==> src/logic/slsa_pkg.sv <==
// Functional notes
// - Constant left shift: class 0, function 0, bits 25..21 zero, amount bits 10..6.
// - Register class functions 000100, 101010, 101011 with bits 10..6 zero.
// - Opcodes 001010 and 001011 compare against a 16-bit immediate, signed and unsigned.
// - Constant shift moves operand B left, zero fill, writes destination.
// - In 64-bit mode the constant shift result is sign-extended from bit 31.
// - Constant shift applies no operand check; any source gives a valid word.
// - Variable shift count is the low five bits of operand A.
// - In 64-bit mode the variable shift result is sign-extended for every count.
// - Variable shift result is valid whatever the upper source bits hold.
// - Signed register compare writes one when A is less than B.
// - Unsigned register compare writes one when A is less than B.
// - Signed immediate compare sign-extends immediate, writes the operand B index.
// - Unsigned immediate compare sign-extends immediate then compares unsigned.
// - Compares never raise overflow and stay correct when subtraction overflows.
package slsa_pkg;

	localparam int XLEN    = 64;
	localparam int WLEN    = 32;
	localparam int IMM_W   = 16;
	localparam int IDX_W   = 5;
	localparam int OPC_MSB = 31;
	localparam int OPC_LSB = 26;
	localparam int IA_MSB  = 25;
	localparam int IA_LSB  = 21;
	localparam int IB_MSB  = 20;
	localparam int IB_LSB  = 16;
	localparam int RD_MSB  = 15;
	localparam int RD_LSB  = 11;
	localparam int AMT_MSB = 10;
	localparam int AMT_LSB = 6;
	localparam int FN_MSB  = 5;
	localparam int FN_LSB  = 0;
	localparam int IMM_MSB = 15;

	localparam logic [5:0]  OPC_REG_CLASS = 6'h00;
	localparam logic [5:0]  OPC_LTI_S     = 6'h0a;
	localparam logic [5:0]  OPC_LTI_U     = 6'h0b;
	localparam logic [5:0]  FN_SHL_CONST  = 6'h00;
	localparam logic [5:0]  FN_SHL_VAR    = 6'h04;
	localparam logic [5:0]  FN_LT_S       = 6'h2a;
	localparam logic [5:0]  FN_LT_U       = 6'h2b;
	localparam logic [4:0]  ZERO_IDX      = 5'h00;
	localparam logic [63:0] RESULT_RST    = 64'h0;

	typedef enum logic [2:0] {
		OP_NONE,
		OP_SHL_CONST,
		OP_SHL_VAR,
		OP_LT_S,
		OP_LT_U,
		OP_LTI_S,
		OP_LTI_U
	} slsa_op_type;

	// Widens a word: sign copy in 64-bit mode, zero upper word in 32-bit mode.
	function automatic logic [63:0] widen_word(input logic [31:0] w, input logic mode64);
		widen_word = mode64 ? {{WLEN{w[WLEN-1]}}, w} : {32'h0, w};
	endfunction : widen_word

	// Sign-extends a 16-bit immediate to full width.
	function automatic logic [63:0] sext_imm(input logic [15:0] imm);
		sext_imm = {{(XLEN-IMM_W){imm[IMM_MSB]}}, imm};
	endfunction : sext_imm

	// Maps an instruction word to one of the six operations, or to OP_NONE when none matches.
	function automatic slsa_op_type decode_op(input logic [31:0] ins);
		logic [5:0] opc;
		logic [5:0] fn;
		logic       a_idx_zero;
		logic       amt_zero;
		opc        = ins[OPC_MSB:OPC_LSB];
		fn         = ins[FN_MSB:FN_LSB];
		a_idx_zero = (ins[IA_MSB:IA_LSB] == ZERO_IDX);
		amt_zero   = (ins[AMT_MSB:AMT_LSB] == ZERO_IDX);
		decode_op  = OP_NONE;
		if (opc == OPC_REG_CLASS) begin
			if (fn == FN_SHL_CONST && a_idx_zero) begin
				decode_op = OP_SHL_CONST;
			end else if (fn == FN_SHL_VAR && amt_zero) begin
				decode_op = OP_SHL_VAR;
			end else if (fn == FN_LT_S && amt_zero) begin
				decode_op = OP_LT_S;
			end else if (fn == FN_LT_U && amt_zero) begin
				decode_op = OP_LT_U;
			end
		end else if (opc == OPC_LTI_S) begin
			decode_op = OP_LTI_S;
		end else if (opc == OPC_LTI_U) begin
			decode_op = OP_LTI_U;
		end
	endfunction : decode_op

endpackage : slsa_pkg

==> src/logic/slsa_compare.sv <==
`timescale 1ns/10ps
`default_nettype none
module slsa_compare (
	input  wire logic [63:0] a_i,
	input  wire logic [63:0] b_i,
	input  wire logic        unsigned_i,
	input  wire logic        mode64_i,
	output logic             less_o
);

	// Direct magnitude compare; no subtraction, so no overflow can corrupt it.
	always_comb begin
		if (mode64_i) begin
			if (unsigned_i) begin
				less_o = (a_i < b_i);
			end else begin
				less_o = ($signed(a_i) < $signed(b_i));
			end
		end else begin
			if (unsigned_i) begin
				less_o = (a_i[31:0] < b_i[31:0]);
			end else begin
				less_o = ($signed(a_i[31:0]) < $signed(b_i[31:0]));
			end
		end
	end

endmodule : slsa_compare
`default_nettype wire

==> src/logic/slsa_shifter.sv <==
`timescale 1ns/10ps
`default_nettype none
module slsa_shifter (
	input  wire logic [63:0] operand_i,
	input  wire logic [4:0]  amount_i,
	input  wire logic        mode64_i,
	output logic      [63:0] result_o
);

	logic [31:0] word;

	// Only the low word enters; upper source bits are ignored, so no operand check exists.
	always_comb begin
		word     = operand_i[31:0] << amount_i;
		result_o = slsa_pkg::widen_word(word, mode64_i);
	end

endmodule : slsa_shifter
`default_nettype wire

==> src/logic/slsa_top.sv <==
`timescale 1ns/10ps
`default_nettype none
module slsa_top (
	input  wire logic        CLK_I,
	input  wire logic        ARST_N_I,
	input  wire logic        ISSUE_VALID_I,
	input  wire logic [31:0] INSTR_I,
	input  wire logic [63:0] OPERAND_A_I,
	input  wire logic [63:0] OPERAND_B_I,
	input  wire logic        MODE64_I,
	output logic             WB_VALID_O,
	output logic      [4:0]  WB_INDEX_O,
	output logic      [63:0] WB_DATA_O,
	output logic             DONE_O,
	output logic             UNKNOWN_O,
	output logic             EXCEPTION_O
);

	////////////////////////////////////////////////////////////////////////////////
	// State.

	typedef struct packed {
		logic        wb_valid;
		logic [4:0]  wb_index;
		logic [63:0] wb_data;
		logic        done;
		logic        unknown;
		logic        exception;
	} slsa_state_type;

	slsa_state_type      state;
	slsa_state_type      next_state;
	slsa_pkg::slsa_op_type op;
	logic [4:0]          idx_a;
	logic [4:0]          idx_b;
	logic [4:0]          idx_d;
	logic [4:0]          shift_amount;
	logic [63:0]         opnd_a;
	logic [63:0]         opnd_b;
	logic [63:0]         cmp_b;
	logic [63:0]         shift_result;
	logic                cmp_unsigned;
	logic                is_shift;
	logic                is_imm;
	logic                less;

	////////////////////////////////////////////////////////////////////////////////
	// Decode and operand selection.

	always_comb begin
		op     = slsa_pkg::decode_op(INSTR_I);
		idx_a  = INSTR_I[slsa_pkg::IA_MSB:slsa_pkg::IA_LSB];
		idx_b  = INSTR_I[slsa_pkg::IB_MSB:slsa_pkg::IB_LSB];
		is_imm = (op == slsa_pkg::OP_LTI_S) || (op == slsa_pkg::OP_LTI_U);
		is_shift = (op == slsa_pkg::OP_SHL_CONST) || (op == slsa_pkg::OP_SHL_VAR);
		// Register zero always reads as zero, whatever the file presents.
		opnd_a = (idx_a == slsa_pkg::ZERO_IDX) ? slsa_pkg::RESULT_RST : OPERAND_A_I;
		opnd_b = (idx_b == slsa_pkg::ZERO_IDX) ? slsa_pkg::RESULT_RST : OPERAND_B_I;
		if (is_imm) begin
			idx_d = idx_b;
			cmp_b = slsa_pkg::sext_imm(INSTR_I[slsa_pkg::IMM_MSB:0]);
		end else begin
			idx_d = INSTR_I[slsa_pkg::RD_MSB:slsa_pkg::RD_LSB];
			cmp_b = opnd_b;
		end
		if (op == slsa_pkg::OP_SHL_CONST) begin
			shift_amount = INSTR_I[slsa_pkg::AMT_MSB:slsa_pkg::AMT_LSB];
		end else begin
			shift_amount = opnd_a[4:0];
		end
		cmp_unsigned = (op == slsa_pkg::OP_LT_U) || (op == slsa_pkg::OP_LTI_U);
	end

	////////////////////////////////////////////////////////////////////////////////
	// Datapath.

	slsa_shifter u_shifter (
		.operand_i (opnd_b),
		.amount_i  (shift_amount),
		.mode64_i  (MODE64_I),
		.result_o  (shift_result)
	);

	slsa_compare u_compare (
		.a_i        (opnd_a),
		.b_i        (cmp_b),
		.unsigned_i (cmp_unsigned),
		.mode64_i   (MODE64_I),
		.less_o     (less)
	);

	////////////////////////////////////////////////////////////////////////////////
	// Next state; one issue gives at most one write-back, on the following edge.

	always_comb begin
		next_state           = state;
		next_state.wb_valid  = 1'b0;
		next_state.done      = 1'b0;
		next_state.unknown   = 1'b0;
		next_state.exception = 1'b0;
		if (ISSUE_VALID_I) begin
			if (op == slsa_pkg::OP_NONE) begin
				next_state.unknown = 1'b1;
			end else begin
				next_state.done     = 1'b1;
				next_state.wb_valid = (idx_d != slsa_pkg::ZERO_IDX);
				next_state.wb_index = idx_d;
				if (is_shift) begin
					next_state.wb_data = shift_result;
				end else begin
					next_state.wb_data = {63'h0, less};
				end
			end
		end
	end

	always_ff @(posedge CLK_I or negedge ARST_N_I) begin
		if (!ARST_N_I) begin
			state <= '0;
		end else begin
			state <= next_state;
		end
	end

	always_comb begin
		WB_VALID_O  = state.wb_valid;
		WB_INDEX_O  = state.wb_index;
		WB_DATA_O   = state.wb_data;
		DONE_O      = state.done;
		UNKNOWN_O   = state.unknown;
		EXCEPTION_O = state.exception;
	end

endmodule : slsa_top
`default_nettype wire
==> config.mk <==
export PLATFORM = sky130hd
export DESIGN_NAME = slsa_top
export DESIGN_NICKNAME = d
export VERILOG_FILES = /design/src/logic/slsa_pkg.sv /design/src/logic/slsa_compare.sv /design/src/logic/slsa_shifter.sv /design/src/logic/slsa_top.sv
export SDC_FILE = /design/constraint.sdc
export NUM_CORES = 1
export LEC_CHECK = 0
export BUFFER_PORTS_ARGS = -buffer_cell sky130_fd_sc_hd__clkbuf_2
export CAP_MARGIN = 20
export CORE_ASPECT_RATIO = 1.4
export CORE_MARGIN = 2
export CORE_UTILIZATION = 49
export DETAILED_ROUTE_END_ITERATION = 12
export GPL_ROUTABILITY_DRIVEN = 0
export HOLD_SLACK_MARGIN = 0.02
export PLACE_DENSITY = 0.79
export SLEW_MARGIN = 20
export SYNTH_ARGS = -nofsm -noshare
export SYNTH_HDL_FRONTEND = slang
export SYNTH_HIERARCHICAL = 1
export SYNTH_SLANG_ARGS = --single-unit
export TNS_END_PERCENT = 20
==> constraint.sdc <==
create_clock -name CLK_I -period 0.8 [get_ports CLK_I]
set_clock_uncertainty 0.05 [all_clocks]
set_input_delay 0.16 -clock CLK_I [delete_from_list [all_inputs] [get_ports CLK_I]]
set_output_delay 0.16 -clock CLK_I [all_outputs]
set_load 0.05 [all_outputs]
### Yosys cells after proc, flatten, opt, wreduce, memory -nomap -nowiden

Cells that the tools add are included.

| word-level totals | value |
|---|---|
| bits in writable memories | 0 |
| flip-flop bits (word level) | 72 |
| output and inout bits | 73 |
| bits in read-only memories | 0 |
| latch bits | 0 |
| memories kept | 0 |

| cells by class | value |
|---|---|
| shift-type cells | 1 |
| divide/modulo/power cells | 0 |
| reduce and logical (&&, ||, !) cells | 15 |
| multipliers | 0 |
| magnitude comparators | 4 |
| eq/ne operators | 10 |
| multiplexer cells | 20 |
| add/sub/neg operators | 0 |
| bitwise gates (word level) | 1 |

Operators with widths:

| cell | number |
|---|---|
| $mux W64 | 5 |
| $lt A64 B64 Y1 | 2 |
| $mux W72 | 1 |
| $mux W71 | 1 |
| $lt A32 B32 Y1 | 2 |
| $shl A32 B5 Y32 | 1 |
| $mux W3 | 7 |
| $logic_not A5 Y1 | 3 |
| $eq A6 B4 Y1 const B | 2 |
| $eq A6 B6 Y1 const B | 2 |
| $logic_not A6 Y1 | 2 |
| $mux W5 | 2 |
| $eq A3 B3 Y1 const B | 3 |
| $eq A6 B3 Y1 const B | 1 |
| $reduce_bool A5 Y1 | 1 |
| $logic_and A1 B1 Y1 | 4 |
| $mux W1 | 4 |
| $eq A3 B1 Y1 const B | 1 |
| $eq A3 B2 Y1 const B | 1 |
| $logic_not A3 Y1 | 1 |
| $logic_or A1 B1 Y1 | 3 |
| $reduce_and A2 Y1 | 1 |
| $not A1 Y1 | 1 |

### Depth between registers and ports, before layout

| logic depth | value |
|---|---|
| depth in word-level cells | 16 |
| depth in mapped cells | 18 |
| mapped depth without buffers | 15 |

### Modules after synthesis

Netlist, hierarchy kept.

By module, submodules not included:

| module | sequential area each (um2) | area an instance (um2) | instances | cells an instance |
|---|---|---|---|---|
| slsa_top | 1,801.7 | 4,235.3 | 1 | 480 |
| slsa_shifter | 0.0 | 2,238.4 | 1 | 245 |
| slsa_compare | 0.0 | 1,629.1 | 1 | 228 |

### Least setup slack after synthesis

OpenSTA, ideal clock, no wires.

| timing | value |
|---|---|
| kind | input to register |
| start point | in INSTR_I[31] |
| end point | reg state, in the netlist WB_DATA_O[0] |
| data arrival time | 3.453 ns |
| setup slack | -2.785 ns |
| stages | 15 |
| path through | nor3_1 > and3_1 > buf_2 > buf_1 > mux2_2 > inv_1 > ha_1 > and4_1 > a221oi_1 > o21ai_2 > a211oi_2 > xor2_1 > a2bb2oi_1 > or3b_2 > a31oi_1 |

| on the way | value |
|---|---|
| longest elaborated chain between the ends | 11 |

Ends and longest elaborated chain:

| item | line | RTL |
|---|---|---|
| from (decl) | slsa_top.sv:7 | `input wire logic [31:0] INSTR_I,` |
| $eq A6 B4 Y1 | slsa_pkg.sv:89 | `end else if (opc == OPC_LTI_U) begin` |
| $mux W3 | slsa_pkg.sv:89 |  |
| $mux W3 | slsa_pkg.sv:87 | `end else if (opc == OPC_LTI_S) begin` |
| $mux W3 (*) | slsa_pkg.sv:77 | `if (opc == OPC_REG_CLASS) begin` |
| $eq A3 B3 Y1 | slsa_top.sv:54 | `is_imm = (op == slsa_pkg::OP_LTI_S) \|\| (op == slsa_pkg::OP_LTI_U);` |
| $logic_or A1 B1 Y1 (*) | slsa_top.sv:54 |  |
| $mux W64 (*) | slsa_top.sv:59 | `if (is_imm) begin` |
| named net cmp_b[14] | slsa_top.sv:40 | `logic [63:0] cmp_b;` |
| $lt A64 B64 Y1 (tied with other cells) | slsa_compare.sv:17 | `less_o = ($signed(a_i) < $signed(b_i));` |
| $mux W1 (on tied branches) | slsa_compare.sv:14, slsa_compare.sv:20 |  |
| $mux W1 (*) | slsa_compare.sv:13 | `if (mode64_i) begin` |
| named net less | slsa_top.sv:45 | `logic less;` |
| $mux W64 (*) | slsa_top.sv:108 | `if (is_shift) begin` |
| to (signal assigned) | slsa_top.sv:121 | `state <= next_state;` |
| to (decl) | slsa_top.sv:31 | `slsa_state_type state;` |

Mark *: on every way through the listed nets, which the timed path passes. The rest lies on a longest branch.
A chain may end at the register's enable or synchronous reset.

### Final worst setup path

| timing | value |
|---|---|
| start point | in INSTR_I[28] |
| end point | reg state, in the netlist WB_DATA_O[29] |

| on the way | value |
|---|---|
| longest elaborated chain between the ends | 9 |

Ends and longest elaborated chain:

| item | line | RTL |
|---|---|---|
| $eq A6 B4 Y1 | slsa_pkg.sv:89 |  |
| $mux W3 | slsa_pkg.sv:89 |  |
| $mux W3 | slsa_pkg.sv:87 |  |
| $mux W3 (*) | slsa_pkg.sv:77 |  |
| $eq A3 B1 Y1 (*) | slsa_top.sv:66 | `if (op == slsa_pkg::OP_SHL_CONST) begin` |
| $mux W5 (*) | slsa_top.sv:66 |  |
| named net shift_amount[3] | slsa_top.sv:37 | `logic [4:0] shift_amount;` |
| $shl A32 B5 Y32 (*) | slsa_shifter.sv:14 | `word = operand_i[31:0] << amount_i;` |
| $mux W64 (*) | slsa_pkg.sv:58 | `widen_word = mode64 ? {{WLEN{w[WLEN-1]}}, w} : {32'h0, w};` |
| named net shift_result[29] | slsa_top.sv:41 | `logic [63:0] shift_result;` |
| $mux W64 (*) | slsa_top.sv:108 |  |

Marked as above.

==> impl_metrics.tcl <==
set metrics [dict create \
    wl_um 32000 \
    initial_utilization_pct 49.8 \
    crit_path_start_kind "input port" \
    core_area_mm2 0.0160 \
    route.met3.wl_um 2580 \
    timing.fmax_mhz 315 \
    critPathCaptureType "register" \
    hpwlAfterDp_um 20200 \
    maxCapViolCount 0 \
    n_antenna_cell 0 \
    maxSlewHeadroom_pct 51.2 \
    crit_type "in -> reg" \
    period_minus_slack_ns 3.17 \
    final_nets 1484 \
    grt_max_degree 40 \
    clock-sinks 72 \
    num_io_pins 237 \
    grt_overflow_total 0 \
    irDropWorstVdd_mv 1.81 \
    status "complete, but fails checks" \
    die_y_um 155 \
    vias_per_cell 6.18 \
    period_share_pct 397 \
    clk_path_buf_depth 2 \
    layout_setup_ws_ns -2.37 \
    postPlaceCellArea_mm2 0.0108 \
    die_area_mm2 0.0173 \
    violations "negative setup slack" \
    slew_violations 0 \
    crit_fanout 20 \
    hold_class "in -> reg" \
    drt_first_iter_violations 786 \
    rows 55 \
    clk_transition_reported_paths_ns 0.06 \
    grt_pass1_wl_um 45300 \
    syn2layout_area_growth_pct 55.9 \
    grt_setup_unrepaired "true" \
    cts_inserted_buffers 9 \
    vias 9036 \
    avgSynthCellArea_um2 8.67 \
    power_density_mw_per_mm2 1100 \
    drive_above_1_share_pct 47.9 \
    setup_violations 144 \
    finalHoldViolations 0 \
    die_w_um 112 \
    wl_met2_um 16500 \
    netlist_area_mm2 0.00798 \
    h-tree-depth 3 \
    cts_tree "yes" \
    final_cell_area_mm2 0.0124 \
    power_uw 13700 \
    antenna_left 0 \
    cp.required_ns 1.03 \
    met1_length_um 10600 \
    dr.pass1.iters 6 \
    insertion_delay_ns 0.34 \
    arrival_ns 3.40 \
    yosysWarnings 6 \
    netlist_instances 921 \
    track_usage_pct 32.9 \
    syn-num-nets 1148 \
    cts_root_buf "clkbuf_16" \
    drc 0 \
    top_layer_used "met4" \
    grt_pass1_vias 8630 \
    numPortBuffers 235 \
    r2r-start "WB_DATA_O[10]" \
    routedWlPerCell_um 21.9 \
    antenna_found_initial 0 \
    holdCritStartpoint "ISSUE_VALID_I" \
    worst_slew_pin_slew_ns 0.732 \
    leakagePower_uw 0.00616 \
    startpoint "INSTR_I[28]" \
]
[where the power goes]
group	internal, uW	total, uW	switching [uW]
logic	2870	5900	3030
registers	3710	3780	72.7
clock network	2160	3980	1820
total	8740	13700	4920
[path summary, 6_finish.rpt]
check,endpoint,slack (ns),depth (start not counted)
max,WB_DATA_O[29],-2.37,14
min,UNKNOWN_O,0.09,2
max reg2reg,WB_DATA_O[10],-0.11,1
min reg2reg,WB_INDEX_O[3],0.51,2
max in group asynchronous,WB_DATA_O[14],0.09,3
min in group asynchronous,WB_DATA_O[45],0.16,2
[through the flow]
stage	TNS [ns]	cells	hold slack [ns]	util (%)	setup WS, ns
after detailed placement	-170.85	1427	-0.0260	67.4	-2.96
after floorplan	-145.10	921	-0.186	-	-2.45
final	-165.53	1461	0.0874	77.6	-2.37
after global routing	-169.95	1461	0.0849	77.6	-2.45
after CTS	-162.56	1456	0.0832	75.4	-2.28
after global placement	-167.80	1427	-0.0280	67.4	-2.83
[placed cells by master (no fill, tap or decap), drive strengths merged, types with 28 or more instances in the layout]
| cell | n |
|---|---|
| dfrtp | 72 |
| inv | 89 |
| mux2 | 28 |
| a21oi | 33 |
| ha | 63 |
| a22o | 69 |
| mux4 | 28 |
| buf | 256 |
| nand2 | 91 |
| and2 | 84 |
| o21ai | 69 |
| nor2 | 35 |
| mux2i | 40 |
| clkbuf | 172 |
[metal layers]
layer / vias to the layer above / global-route usage [%]
li1: 3950 / -
met1: 4268 / 33.0
met2: 630 / 62.4
met3: 188 / 7.01
met4: 0 / 18.6
met5: - / 0
[critical path: stages]
cell	delay [ns]
clkbuf_2	0.11
nor3_4	0.04
and3_4	0.19
buf_8	0.15
buf_6	0.13
o21bai_4	0.17
a211oi_4	0.25
buf_4	0.21
a21o_1	0.29
buf_4	0.32
nor2b_2	0.29
a221oi_1	0.14
a222oi_1	0.71
a22o_1	0.23
[final cells by class]
type	count	area [um^2]
Clock inverter	7	62.6
Clock buffer	9	225
Timing Repair Buffer	420	3850
Sequential cell	72	1800
Fill cell	972	3590
Inverter	87	327
Tap cell	199	249
Multi-Input combinational cell	667	5930
[registers in the layout (all words and copies together) (netlist names)]
name	flops
WB_INDEX_O	5
WB_VALID_O	1
DONE_O	1
WB_DATA_O	64
UNKNOWN_O	1
[what timing repair did]
item,in CTS,in global routing
endpoints found under the hold margin,72,0
buffers inserted,7,5
cloned,6,2
pin swaps,41,32
hold buffers,1,0
setup endpoints to repair,144,171
resized for setup,167,107
Note: power is estimated with default switching activity, not from simulation.
